===== src/p2p_map.vh =====
// offsets, field positions and reset values of the port 2 transceiver register pair
`ifndef P2P_MAP_VH
`define P2P_MAP_VH

// ****************************************************************
// host addresses (byte address of each 16-bit word)
// ****************************************************************
`define P2P_ADDR_W          12
`define P2P_CTRL_OFS        12'h096
`define P2P_STAT_OFS        12'h098
`define P2P_RSVD_OFS        12'h09a
`define P2P_BCR_MIR_OFS     12'h0c0
`define P2P_ANAR_MIR_OFS    12'h0c2
`define P2P_BSR_MIR_OFS     12'h0c4
`define P2P_ANLP_MIR_OFS    12'h0c6

// ****************************************************************
// control word fields
// ****************************************************************
`define P2P_CTL_TXDIS       14
`define P2P_CTL_ANRST       13
`define P2P_CTL_PDN         11
`define P2P_CTL_MDIXOFF     10
`define P2P_CTL_FMDIX       9
`define P2P_CTL_FELB        8
`define P2P_CTL_ANEN        7
`define P2P_CTL_SPD         6
`define P2P_CTL_DPX         5
`define P2P_CTL_ADV_HI      4
`define P2P_CTL_ADV_LO      0
`define P2P_CTL_RESET       16'h00ff

// ****************************************************************
// status word fields
// ****************************************************************
`define P2P_ST_XSEL         15
`define P2P_ST_POL          13
`define P2P_ST_TXFC         12
`define P2P_ST_RXFC         11
`define P2P_ST_SPD          10
`define P2P_ST_DPX          9
`define P2P_ST_MDIX         7
`define P2P_ST_AND          6
`define P2P_ST_LINK         5
`define P2P_ST_XSEL_RESET   1'b1

// ****************************************************************
// standard management view fields
// ****************************************************************
`define P2P_BC_TXDIS        1
`define P2P_BC_RSV          2
`define P2P_BC_MDIXOFF      3
`define P2P_BC_FMDIX        4
`define P2P_BC_XSEL         5
`define P2P_BC_DPX          8
`define P2P_BC_ANRST        9
`define P2P_BC_PDN          11
`define P2P_BC_ANEN         12
`define P2P_BC_SPD          13
`define P2P_BC_FELB         14
`define P2P_AB_PAUSE        10
`define P2P_AB_HI           8
`define P2P_AB_LO           5
`define P2P_BS_AND          5
`define P2P_BS_LINK         2

`endif


===== src/p2p_phy_regs.v =====
// port 2 transceiver control and status registers with standard management aliases
`timescale 1ns/1ps
`include "p2p_map.vh"

// Summary of operation
// control bit 14 disables the transmitter; resets to zero
// writing one to control bit 13 restarts negotiation; self-clearing
// control bit 11 powers the transceiver down; registers keep their settings
// control bit 10 disables automatic crossover; reset leaves it enabled
// crossed mode is forced only with automatic crossover off and bit 9 set
// control bit 8 enables far-end loopback inside this port's transceiver
// control bit 7 enables negotiation, resets to one; off uses bits 6:5
// control bit 6 forces 100 Mbps when one, 10 Mbps when zero; resets one
// control bit 5 forces duplex; also the duplex when negotiation fails
// software should keep forced duplex zero while negotiation is enabled
// control bits 4..0 advertise pause and four speed/duplex abilities; reset one
// status bit 15 is writable, resets one, selects the crossover algorithm
// status bit 13 reports reversed receive polarity
// status bits 12 and 11 report transmit and receive flow control activity
// status bit 10 reports speed, bit 9 reports duplex
// status bit 7 reports the crossover state, one for crossed
// status bit 6 shows negotiation done, bit 5 link good; reset zero
// status bits 4..0 reflect the partner's received abilities
// the word after the status register is reserved and does nothing
// aliased bits share storage so both views see every write
// restart bit clears once the transceiver takes the restart
module p2p_phy_regs #(
    parameter AW = `P2P_ADDR_W
) (
    input  wire          clock,
    input  wire          rst_b,
    input  wire          host_cs,
    input  wire          host_wr,
    input  wire          host_rd,
    input  wire [AW-1:0] host_addr,
    input  wire [1:0]    host_be,
    input  wire [15:0]   host_wdata,
    output reg  [15:0]   host_rdata,
    output reg           host_rvalid,
    input  wire          phy_restart_ack,
    input  wire          phy_polarity_rev,
    input  wire          phy_tx_fc_active,
    input  wire          phy_rx_fc_active,
    input  wire          phy_speed_100,
    input  wire          phy_full_duplex,
    input  wire          phy_mdix_state,
    input  wire          phy_an_done,
    input  wire          phy_link_up,
    input  wire [4:0]    phy_partner_abil,
    output reg           phy_tx_disable,
    output wire          phy_an_restart,
    output reg           phy_power_down,
    output reg           phy_auto_mdix_off,
    output reg           phy_force_mdix,
    output reg           phy_far_loopback,
    output reg           phy_an_enable,
    output reg           phy_force_100,
    output reg           phy_force_full,
    output reg  [4:0]    phy_adv_abil,
    output reg           standard_crossover_select
);

    // ****************************************************************
    // storage
    // ****************************************************************
    reg  [15:0] ctrl_q;
    reg  [15:0] ctrl_d;
    reg         xsel_q;
    reg         xsel_d;
    reg         rst_set;
    wire        an_rst_q;
    wire [15:0] stat_raw;
    wire [15:0] stat_cap;

    // ****************************************************************
    // address decode
    // ****************************************************************
    wire [AW-1:0] word_addr;
    wire          wr_en;
    wire          rd_en;

    assign word_addr = {host_addr[AW-1:1], 1'b0};
    assign wr_en     = host_cs & host_wr;
    assign rd_en     = host_cs & host_rd;

    // ****************************************************************
    // status capture
    // ****************************************************************
    assign stat_raw[15]             = 1'b0;
    assign stat_raw[14]             = 1'b0;
    assign stat_raw[`P2P_ST_POL]    = phy_polarity_rev;
    assign stat_raw[`P2P_ST_TXFC]   = phy_tx_fc_active;
    assign stat_raw[`P2P_ST_RXFC]   = phy_rx_fc_active;
    assign stat_raw[`P2P_ST_SPD]    = phy_speed_100;
    assign stat_raw[`P2P_ST_DPX]    = phy_full_duplex;
    assign stat_raw[8]              = 1'b0;
    assign stat_raw[`P2P_ST_MDIX]   = phy_mdix_state;
    assign stat_raw[`P2P_ST_AND]    = phy_an_done;
    assign stat_raw[`P2P_ST_LINK]   = phy_link_up;
    assign stat_raw[4:0]            = phy_partner_abil;

    p2p_stat_cap #(
        .W (16)
    ) u_stat_cap (
        .clock (clock),
        .rst_b (rst_b),
        .raw   (stat_raw),
        .cap_q (stat_cap)
    );

    // ****************************************************************
    // negotiation restart
    // ****************************************************************
    p2p_restart_hs u_restart (
        .clock   (clock),
        .rst_b   (rst_b),
        .set_req (rst_set),
        .ack     (phy_restart_ack),
        .req_q   (an_rst_q)
    );

    // request stays high until taken, so the transceiver cannot miss it
    assign phy_an_restart = an_rst_q;

    // ****************************************************************
    // register views, all built from the same storage
    // ****************************************************************
    wire [15:0] ctrl_view;
    wire [15:0] stat_view;
    reg  [15:0] bcr_view;
    reg  [15:0] anar_view;
    reg  [15:0] bsr_view;
    reg  [15:0] anlp_view;

    assign ctrl_view = {ctrl_q[15:14], an_rst_q, ctrl_q[12:0]};
    assign stat_view = {xsel_q, stat_cap[14:0]};

    // one storage bit per alias: no copy can drift out of step
    always @* begin
        bcr_view                    = 16'h0000;
        bcr_view[`P2P_BC_TXDIS]     = ctrl_q[`P2P_CTL_TXDIS];
        bcr_view[`P2P_BC_RSV]       = ctrl_q[12];
        bcr_view[`P2P_BC_MDIXOFF]   = ctrl_q[`P2P_CTL_MDIXOFF];
        bcr_view[`P2P_BC_FMDIX]     = ctrl_q[`P2P_CTL_FMDIX];
        bcr_view[`P2P_BC_XSEL]      = xsel_q;
        bcr_view[`P2P_BC_DPX]       = ctrl_q[`P2P_CTL_DPX];
        bcr_view[`P2P_BC_ANRST]     = an_rst_q;
        bcr_view[`P2P_BC_PDN]       = ctrl_q[`P2P_CTL_PDN];
        bcr_view[`P2P_BC_ANEN]      = ctrl_q[`P2P_CTL_ANEN];
        bcr_view[`P2P_BC_SPD]       = ctrl_q[`P2P_CTL_SPD];
        bcr_view[`P2P_BC_FELB]      = ctrl_q[`P2P_CTL_FELB];
        anar_view                   = 16'h0000;
        anar_view[`P2P_AB_PAUSE]    = ctrl_q[`P2P_CTL_ADV_HI];
        anar_view[`P2P_AB_HI:`P2P_AB_LO] = ctrl_q[3:0];
        bsr_view                    = 16'h0000;
        bsr_view[`P2P_BS_AND]       = stat_cap[`P2P_ST_AND];
        bsr_view[`P2P_BS_LINK]      = stat_cap[`P2P_ST_LINK];
        anlp_view                   = 16'h0000;
        anlp_view[`P2P_AB_PAUSE]    = stat_cap[4];
        anlp_view[`P2P_AB_HI:`P2P_AB_LO] = stat_cap[3:0];
    end

    // ****************************************************************
    // write path
    // ****************************************************************
    function [15:0] lane_merge;
        input [15:0] cur;
        input [15:0] wd;
        input [1:0]  be;
        begin
            lane_merge[15:8] = be[1] ? wd[15:8] : cur[15:8];
            lane_merge[7:0]  = be[0] ? wd[7:0]  : cur[7:0];
        end
    endfunction

    reg [15:0] m;

    always @* begin
        m       = 16'h0000;
        ctrl_d  = ctrl_q;
        xsel_d  = xsel_q;
        rst_set = 1'b0;
        if (wr_en) begin
            case (word_addr)
                `P2P_CTRL_OFS: begin
                    m       = lane_merge(ctrl_view, host_wdata, host_be);
                    ctrl_d  = {m[15:14], 1'b0, m[12:0]};
                    // writing zero never cancels a pending restart
                    rst_set = host_be[1] & host_wdata[`P2P_CTL_ANRST];
                end
                `P2P_STAT_OFS: begin
                    m      = lane_merge(stat_view, host_wdata, host_be);
                    xsel_d = m[`P2P_ST_XSEL];
                end
                `P2P_BCR_MIR_OFS: begin
                    m                          = lane_merge(bcr_view, host_wdata, host_be);
                    ctrl_d[`P2P_CTL_TXDIS]     = m[`P2P_BC_TXDIS];
                    ctrl_d[12]                 = m[`P2P_BC_RSV];
                    ctrl_d[`P2P_CTL_MDIXOFF]   = m[`P2P_BC_MDIXOFF];
                    ctrl_d[`P2P_CTL_FMDIX]     = m[`P2P_BC_FMDIX];
                    ctrl_d[`P2P_CTL_DPX]       = m[`P2P_BC_DPX];
                    ctrl_d[`P2P_CTL_PDN]       = m[`P2P_BC_PDN];
                    ctrl_d[`P2P_CTL_ANEN]      = m[`P2P_BC_ANEN];
                    ctrl_d[`P2P_CTL_SPD]       = m[`P2P_BC_SPD];
                    ctrl_d[`P2P_CTL_FELB]      = m[`P2P_BC_FELB];
                    xsel_d                     = m[`P2P_BC_XSEL];
                    rst_set = host_be[1] & host_wdata[`P2P_BC_ANRST];
                end
                `P2P_ANAR_MIR_OFS: begin
                    m                        = lane_merge(anar_view, host_wdata, host_be);
                    ctrl_d[`P2P_CTL_ADV_HI]  = m[`P2P_AB_PAUSE];
                    ctrl_d[3:0]              = m[`P2P_AB_HI:`P2P_AB_LO];
                end
                // reserved word and read-only views ignore writes
                default: begin
                    m = 16'h0000;
                end
            endcase
        end
    end

    // power down touches no stored setting, so wake-up restores the old mode
    always @(posedge clock or negedge rst_b) begin
        if (!rst_b) begin
            ctrl_q <= `P2P_CTL_RESET; // see see
            xsel_q <= `P2P_ST_XSEL_RESET;
        end else begin
            ctrl_q <= ctrl_d;
            xsel_q <= xsel_d;
        end
    end

    // ****************************************************************
    // read path
    // ****************************************************************
    reg [15:0] rd_mux;

    always @* begin
        case (word_addr)
            `P2P_CTRL_OFS:     rd_mux = ctrl_view;
            `P2P_STAT_OFS:     rd_mux = stat_view;
            `P2P_BCR_MIR_OFS:  rd_mux = bcr_view;
            `P2P_ANAR_MIR_OFS: rd_mux = anar_view;
            `P2P_BSR_MIR_OFS:  rd_mux = bsr_view;
            `P2P_ANLP_MIR_OFS: rd_mux = anlp_view;
            default:           rd_mux = 16'h0000;
        endcase
    end

    always @(posedge clock or negedge rst_b) begin
        if (!rst_b) begin
            host_rdata  <= 16'h0000;
            host_rvalid <= 1'b0;
        end else begin
            host_rvalid <= rd_en;
            if (rd_en) begin
                host_rdata <= rd_mux;
            end
        end
    end

    // ****************************************************************
    // transceiver controls, one flop stage after storage
    // ****************************************************************
    always @(posedge clock or negedge rst_b) begin
        if (!rst_b) begin
            phy_tx_disable            <= 1'b0;
            phy_power_down            <= 1'b0;
            phy_auto_mdix_off         <= 1'b0;
            phy_force_mdix            <= 1'b0;
            phy_far_loopback          <= 1'b0;
            phy_an_enable             <= 1'b1;
            phy_force_100             <= 1'b1;
            phy_force_full            <= 1'b1;
            phy_adv_abil              <= 5'h1f;
            standard_crossover_select <= `P2P_ST_XSEL_RESET;
        end else begin
            phy_tx_disable    <= ctrl_q[`P2P_CTL_TXDIS];
            phy_power_down    <= ctrl_q[`P2P_CTL_PDN];
            phy_auto_mdix_off <= ctrl_q[`P2P_CTL_MDIXOFF];
            // force bit is meaningless while automatic crossover runs
            phy_force_mdix    <= ctrl_q[`P2P_CTL_MDIXOFF] & ctrl_q[`P2P_CTL_FMDIX];
            phy_far_loopback  <= ctrl_q[`P2P_CTL_FELB];
            phy_an_enable     <= ctrl_q[`P2P_CTL_ANEN];
            phy_force_100     <= ctrl_q[`P2P_CTL_SPD];
            // also the fallback duplex when negotiation fails
            phy_force_full    <= ctrl_q[`P2P_CTL_DPX];
            phy_adv_abil      <= ctrl_q[`P2P_CTL_ADV_HI:`P2P_CTL_ADV_LO];
            standard_crossover_select <= xsel_q;
        end
    end

endmodule


===== src/p2p_restart_hs.v =====
// self-clearing negotiation restart request held until the transceiver takes it
`timescale 1ns/1ps
module p2p_restart_hs (
    input  wire clock,
    input  wire rst_b,
    input  wire set_req,
    input  wire ack,
    output reg  req_q
);
    wire req_d;

    // set wins over a same-cycle acknowledge so a fresh restart is never lost
    assign req_d = set_req | (req_q & ~ack); // see

    always @(posedge clock or negedge rst_b) begin
        if (!rst_b) begin
            req_q <= 1'b0;
        end else begin
            req_q <= req_d;
        end
    end
endmodule


===== src/p2p_stat_cap.v =====
// one register stage per transceiver status bit
`timescale 1ns/1ps
module p2p_stat_cap #(
    parameter W = 16
) (
    input  wire         clock,
    input  wire         rst_b,
    input  wire [W-1:0] raw,
    output wire [W-1:0] cap_q
);
    genvar i;
    generate
        for (i = 0; i < W; i = i + 1) begin : g_bit
            reg bit_q;
            always @(posedge clock or negedge rst_b) begin
                if (!rst_b) begin
                    bit_q <= 1'b0;
                end else begin
                    bit_q <= raw[i];
                end
            end
            assign cap_q[i] = bit_q;
        end
    endgenerate
endmodule


===== config.mk =====
export PLATFORM = sky130hd
export DESIGN_NAME = p2p_phy_regs
export DESIGN_NICKNAME = d
export VERILOG_FILES = /design/src/p2p_phy_regs.v /design/src/p2p_restart_hs.v /design/src/p2p_stat_cap.v
export VERILOG_INCLUDE_DIRS = /design/src
export SDC_FILE = /design/constraint.sdc
export NUM_CORES = 1
export LEC_CHECK = 0
export ABC_AREA = 1
export BUFFER_PORTS_ARGS = -buffer_cell sky130_fd_sc_hd__buf_2
export CAP_MARGIN = 20
export CORE_UTILIZATION = 25
export DETAILED_ROUTE_END_ITERATION = 10
export SKIP_LAST_GASP = 1
export SLEW_MARGIN = 15
export SYNTH_ARGS = -nofsm -noshare
export SYNTH_HDL_FRONTEND = slang
export SYNTH_SLANG_ARGS = --single-unit

===== constraint.sdc =====
create_clock -name clock -period 1.1 [get_ports clock]
set_clock_uncertainty 0.15 [all_clocks]
set_input_delay 0.11 -clock clock [delete_from_list [all_inputs] [get_ports clock]]
set_output_delay 0.11 -clock clock [all_outputs]
set_load 0.1 [all_outputs]

# Word-level counts from Yosys, hierarchy flattened
# Cells that the tools add are included.
# totals
input_bits	49
elab_cells	78
latch_bits	0
mem_bits_rw	0
reg_bits	61
out_inout_bits	32
mem_count	0
romBits	0
# op_classes
div	0
n_eq_ne	13
n_reduce_logical	10
bitwise_logic	8
order_cmp	0
n_addsub	0
n_mul	0
shifts	0
muxes	14
# ops
cell	count
16-bit case mux with 6 select lines	1
11-bit by 7-bit equality test with 1-bit output (second input constant)	6
8-bit 2-to-1 mux	3
4-bit AND reduction	6
8-bit case mux with 2 select lines	1
7-bit 2-to-1 mux	2
2-bit inequality test (second input constant)	7
5-bit case mux with 2 select lines	1
1-bit AND	6
6-bit 2-to-1 mux	1
1-bit case mux with 2 select lines	3
2-bit nonzero test	3
3-bit 2-to-1 mux	1
3-bit AND reduction	1
1-bit 2-to-1 mux	1
1-bit inverter	1
1-bit OR	1

# Depth between registers and ports, before layout
# logic_depth
depth_word	4
depth_mapped	11
ltp_nobuf	11

# By module
# A second synthesis with hierarchy kept.
# unflattened
hier_cells	388
area_unflattened_um2	3208.1
# modules_own_cells
mod	area_per_inst_um2	n_inst	cells_per_inst	seq_area_each_um2
p2p_phy_regs	2647.5	1	351	1198.6
p2p_stat_cap	520.5	1	32	400.4
p2p_restart_hs	40.0	1	5	25.0

# Least setup slack after synthesis
# OpenSTA, ideal clock, no wires.
# synth_timing
path_type	reg2reg
from	reg u_restart.req_q
to	reg host_rdata[13]
period_less_slack_ps	1446
slack_ps	-346
arrival_time_ps	1229
setup_time_ps	68
required_ps	882
path_buffers	0
path_stages_with_launch	5
path_cell_list	dfrtp_1 -> nand2_1 -> nand3_1 -> nand2_1 -> nand2_1
# synth_between
elab_chain_cells	1
# synth_lines
item	line	source
start, declared	p2p_restart_hs.v:8	output reg req_q
start signal, assigned	p2p_restart_hs.v:19	req_q <= req_d;
16-bit case mux with 6 select lines	p2p_phy_regs.v:239	case (word_addr)
end signal, assigned	p2p_phy_regs.v:257	host_rdata <= rd_mux;
end, declared	p2p_phy_regs.v:38	output reg [15:0] host_rdata,
# Every way passes these cells.
# A chain may end at the register's enable or synchronous reset.

# Final worst setup path
# layout_timing
from	reg standard_crossover_select
to	out standard_crossover_select
# layout_lines
item	line	source
start, declared	p2p_phy_regs.v:60	output reg standard_crossover_select
start signal, assigned	p2p_phy_regs.v:276	standard_crossover_select <= `P2P_ST_XSEL_RESET;
start signal, assigned	p2p_phy_regs.v:289	standard_crossover_select <= xsel_q;
# No word-level cell between the ends.

==> impl_results.rst <==
.. list-table::
   :header-rows: 1

   * - Metric
     - Value
   * - Number of antenna violations at the first check in global routing
     - 0
   * - CP endpoint kind
     - output port
   * - Count of different cell masters after synthesis
     - 29
   * - Depth of the CTS H-tree
     - 3
   * - Core area
     - approximately 0.012 mm2
   * - Wire length of the first global-routing pass
     - roughly 15000 um
   * - Clock buffers created by TritonCTS
     - 9
   * - Final count of negative-setup-slack endpoints
     - 46
   * - Slowest Stage Delay on Critical Path
     - 540 ps
   * - Cell Area, Placed
     - ~0.0044 mm2
   * - Critical path launch point type
     - flip-flop
   * - CTS tree
     - yes
   * - Period utilization
     - 1.18
   * - Result of the run
     - finished with violations
   * - Top cells by area, synth
     - dfrtp_1 36%, nand2_1 20%, dfstp_2 16%
   * - Number of global-route vias before repair
     - roughly 3k
   * - Slowest cell on the critical path
     - dfstp_2
   * - GRT overflow
     - 0
   * - IO Count
     - 81
   * - Placed instance count
     - 625
   * - Insertion delay to the later sink of the worst-skew pair
     - around 320 ps
   * - Number of buffers between clock root and the deepest sink
     - 2
   * - Met1 Use GR
     - 0.210
   * - Final WS setup
     - -194 ps
   * - Number of non-filler instances in the completed layout
     - roughly 690
   * - Critical path class
     - reg2out
   * - Tmin final
     - roughly 1300 ps
   * - CTS Root Cell
     - clkbuf_16
   * - Die Height
     - 111 um
   * - Max VDD drop
     - ~580 uV
   * - Worst r2r path cells
     - 4
   * - Final hold vios
     - 0
   * - Clock transition at the register clock pins on the worst setup and hold paths after CTS
     - around 50 ps
   * - Most common cell after layout, fill and taps aside
     - nand2_1
   * - Largest net degree at the start of global routing
     - 62
   * - Cell depth of the worst min-delay path
     - 5
   * - Post-Syn Area per Cell
     - roughly 8 um2
   * - Data arrival time of the worst path
     - between 1000 and 1500 ps
   * - Worst-margin pin slew
     - about 490 ps
   * - Req. time, crit path
     - 840 ps
   * - Diodes inserted
     - 0
   * - Number of buffers and inverters on the critical path
     - 1
   * - Slew Limit Fails
     - 0
   * - R2R setup slack
     - -70 ps
   * - Buffers on Ports
     - 79
   * - Most congested layer reported by global routing
     - met2
   * - Failing checks
     - DRC, setup timing
   * - Count of warnings emitted by yosys
     - 0
   * - Post-synthesis cell area
     - 0.00298 mm2
   * - Most area-hungry cell type in the Yosys netlist
     - dfrtp_1
   * - Count of cell instances traversed by the critical path
     - 1
   * - Detailed-route via count
     - 3133
   * - First drt pass iteration count
     - 7
   * - Relative slew slack
     - 0.673
   * - Synthesis-stage register bit count
     - between 60 and 70
   * - DRC violation count after routing
     - 6
   * - Final-layout fill cell count
     - about 1.1k
   * - GPL Wtd Cong
     - around 0.9
   * - Power per cell area
     - just under 1000 mW/mm2
   * - WL per Instance
     - 14.0 um
   * - Gate family responsible for the most delay along the worst path
     - flip-flops
   * - Leakage power summed over all cells
     - about 2.9 nW
   * - # Max-Cap Violations
     - 0
   * - M3 GR Usage
     - 0.0328
   * - Min-delay worst type
     - in2reg
   * - Gate count of the mapped netlist
     - 373
   * - Maximum fanout count along the critical path
     - 1
   * - Fmax
     - roughly 0.77 GHz
   * - Count of antenna-violating nets left after detailed routing
     - 0
   * - Starting utilization of the core area
     - 0.259
   * - Post-Syn Nets
     - about 420
   * - Overall power of the completed layout
     - ~5.6 mW
   * - Post-synth top area share
     - 0.361
   * - Std cell rows
     - 39
   * - Setup repair after global routing missed its margin
     - yes
   * - Total length of routed wires
     - slightly below 10000 um
   * - Area used by multi-input combinational logic
     - 0.00174 mm2
   * - Cell area after layout
     - around 0.0057 mm2
   * - Die X
     - between 100 and 150 um
   * - Vias/cell
     - approximately 4.5
   * - Met2 GRT Util
     - 0.245
   * - Sink count of the clock tree
     - about 60
   * - Post-DP HPWL
     - slightly below 7000 um
   * - Total area of sequential cells
     - 0.00158 mm2
   * - Sequence of cells on the critical path
     - buf_12
   * - Synth-to-layout area growth
     - 91.3%
   * - Tot GR Track Use
     - 0.154
   * - Nets@finish
     - approximately 600
   * - Layout cell share with drive strength beyond 1
     - 0.538
   * - Die area
     - 0.0124 mm2
   * - Share of the yosys chip area belonging to registers
     - 0.519
   * - Number of violations reported at the end of detailed-routing iteration 0
     - 112
   * - Leading cell types in the layout, fill and taps excluded
     - 121 x nand2_1, 46 x buf_4, 38 x buf_2
stage by stage:
stage | setup TNS (ps) | hold WS (ps) | setup WS, ps | utilization
6_report | -3600 | 11.9 | -194 | 0.496
5_1_grt | -5660 | 42.1 | -216 | 0.496
4_1_cts | -3670 | 5.86 | -208 | 0.446
3_5_place_dp | -11650 | -2.74 | -436 | 0.385
3_3_place_gp | -10460 | -1.26 | -402 | 0.385
2_1_floorplan | -1500 | -336 | -82.9 | -
power by group:
part,total [mW],switching [mW],internal (mW)
clock,2.54,0.905,1.64
sequential,2.32,0.0295,2.29
combinational,0.723,0.396,0.327
registers in the layout, indices dropped and copies added (netlist names):
register	cells
ctrl_q	15
host_rdata	16
host_rvalid	1
phy_adv_abil	5
phy_an_enable	1
phy_auto_mdix_off	1
phy_far_loopback	1
phy_force_100	1
phy_force_full	1
phy_force_mdix	1
phy_power_down	1
phy_tx_disable	1
standard_crossover_select	1
u_restart.req_q	1
u_stat_cap.g_bit.bit_q	13
xsel_q	1
final timing paths:
| path | startpoint | endpoint |
|---|---|---|
| min | host_wdata[4] | ctrl_q[4] |
| max reg2reg | ctrl_q[5] | host_rdata[5] |
| min in group asynchronous | rst_b | u_stat_cap.g_bit[0].bit_q |
| max in group asynchronous | rst_b | ctrl_q[6] |
| min reg2reg | ctrl_q[3] | phy_adv_abil[3] |
| max | standard_crossover_select | standard_crossover_select |
final cells by class:
class	count	share of cell area
multi-input combinational	277	0.305
tap	143	0.0313
clock inverter	2	0.00175
clock buffer	14	0.0462
sequential	61	0.277
inverter	27	0.0243
timing repair buffer	167	0.315
Yosys cell counts (all sizes together):
cell type and instances:
dfstp 18, clkinv 2, nand2 170, clkbuf 1, nand3b 1, nand3 41
inv 25, a21oi 2, nor3 2, nor2 23, buf 8, nand4 13
dfrtp 43, o21ai 24
per-layer routing:
layer | routed length, um | up-vias
met5 | 0 | -
met4 | 139 | 0
met3 | 328 | 13
met2 | 4750 | 79
met1 | 4440 | 1501
li1 | - | 1540
timing repair:
action | CTS | global route
cloned | 0 | 2
pin swaps | 16 | 65
endpoints found under the hold margin | 84 | 0
endpoints found under the setup margin | 60 | 65
hold buffers | 24 | 0
setup buffers | 10 | 15
resized for setup | 33 | 113
cells by family after synthesis:
logic type	share of synthesized area
AND/OR/NAND/NOR	0.382
flip-flops	0.519
buffers and inverters	0.0524
AO/OA/AOI/OAI	0.0461
Note: power is estimated with default switching activity, not from simulation.
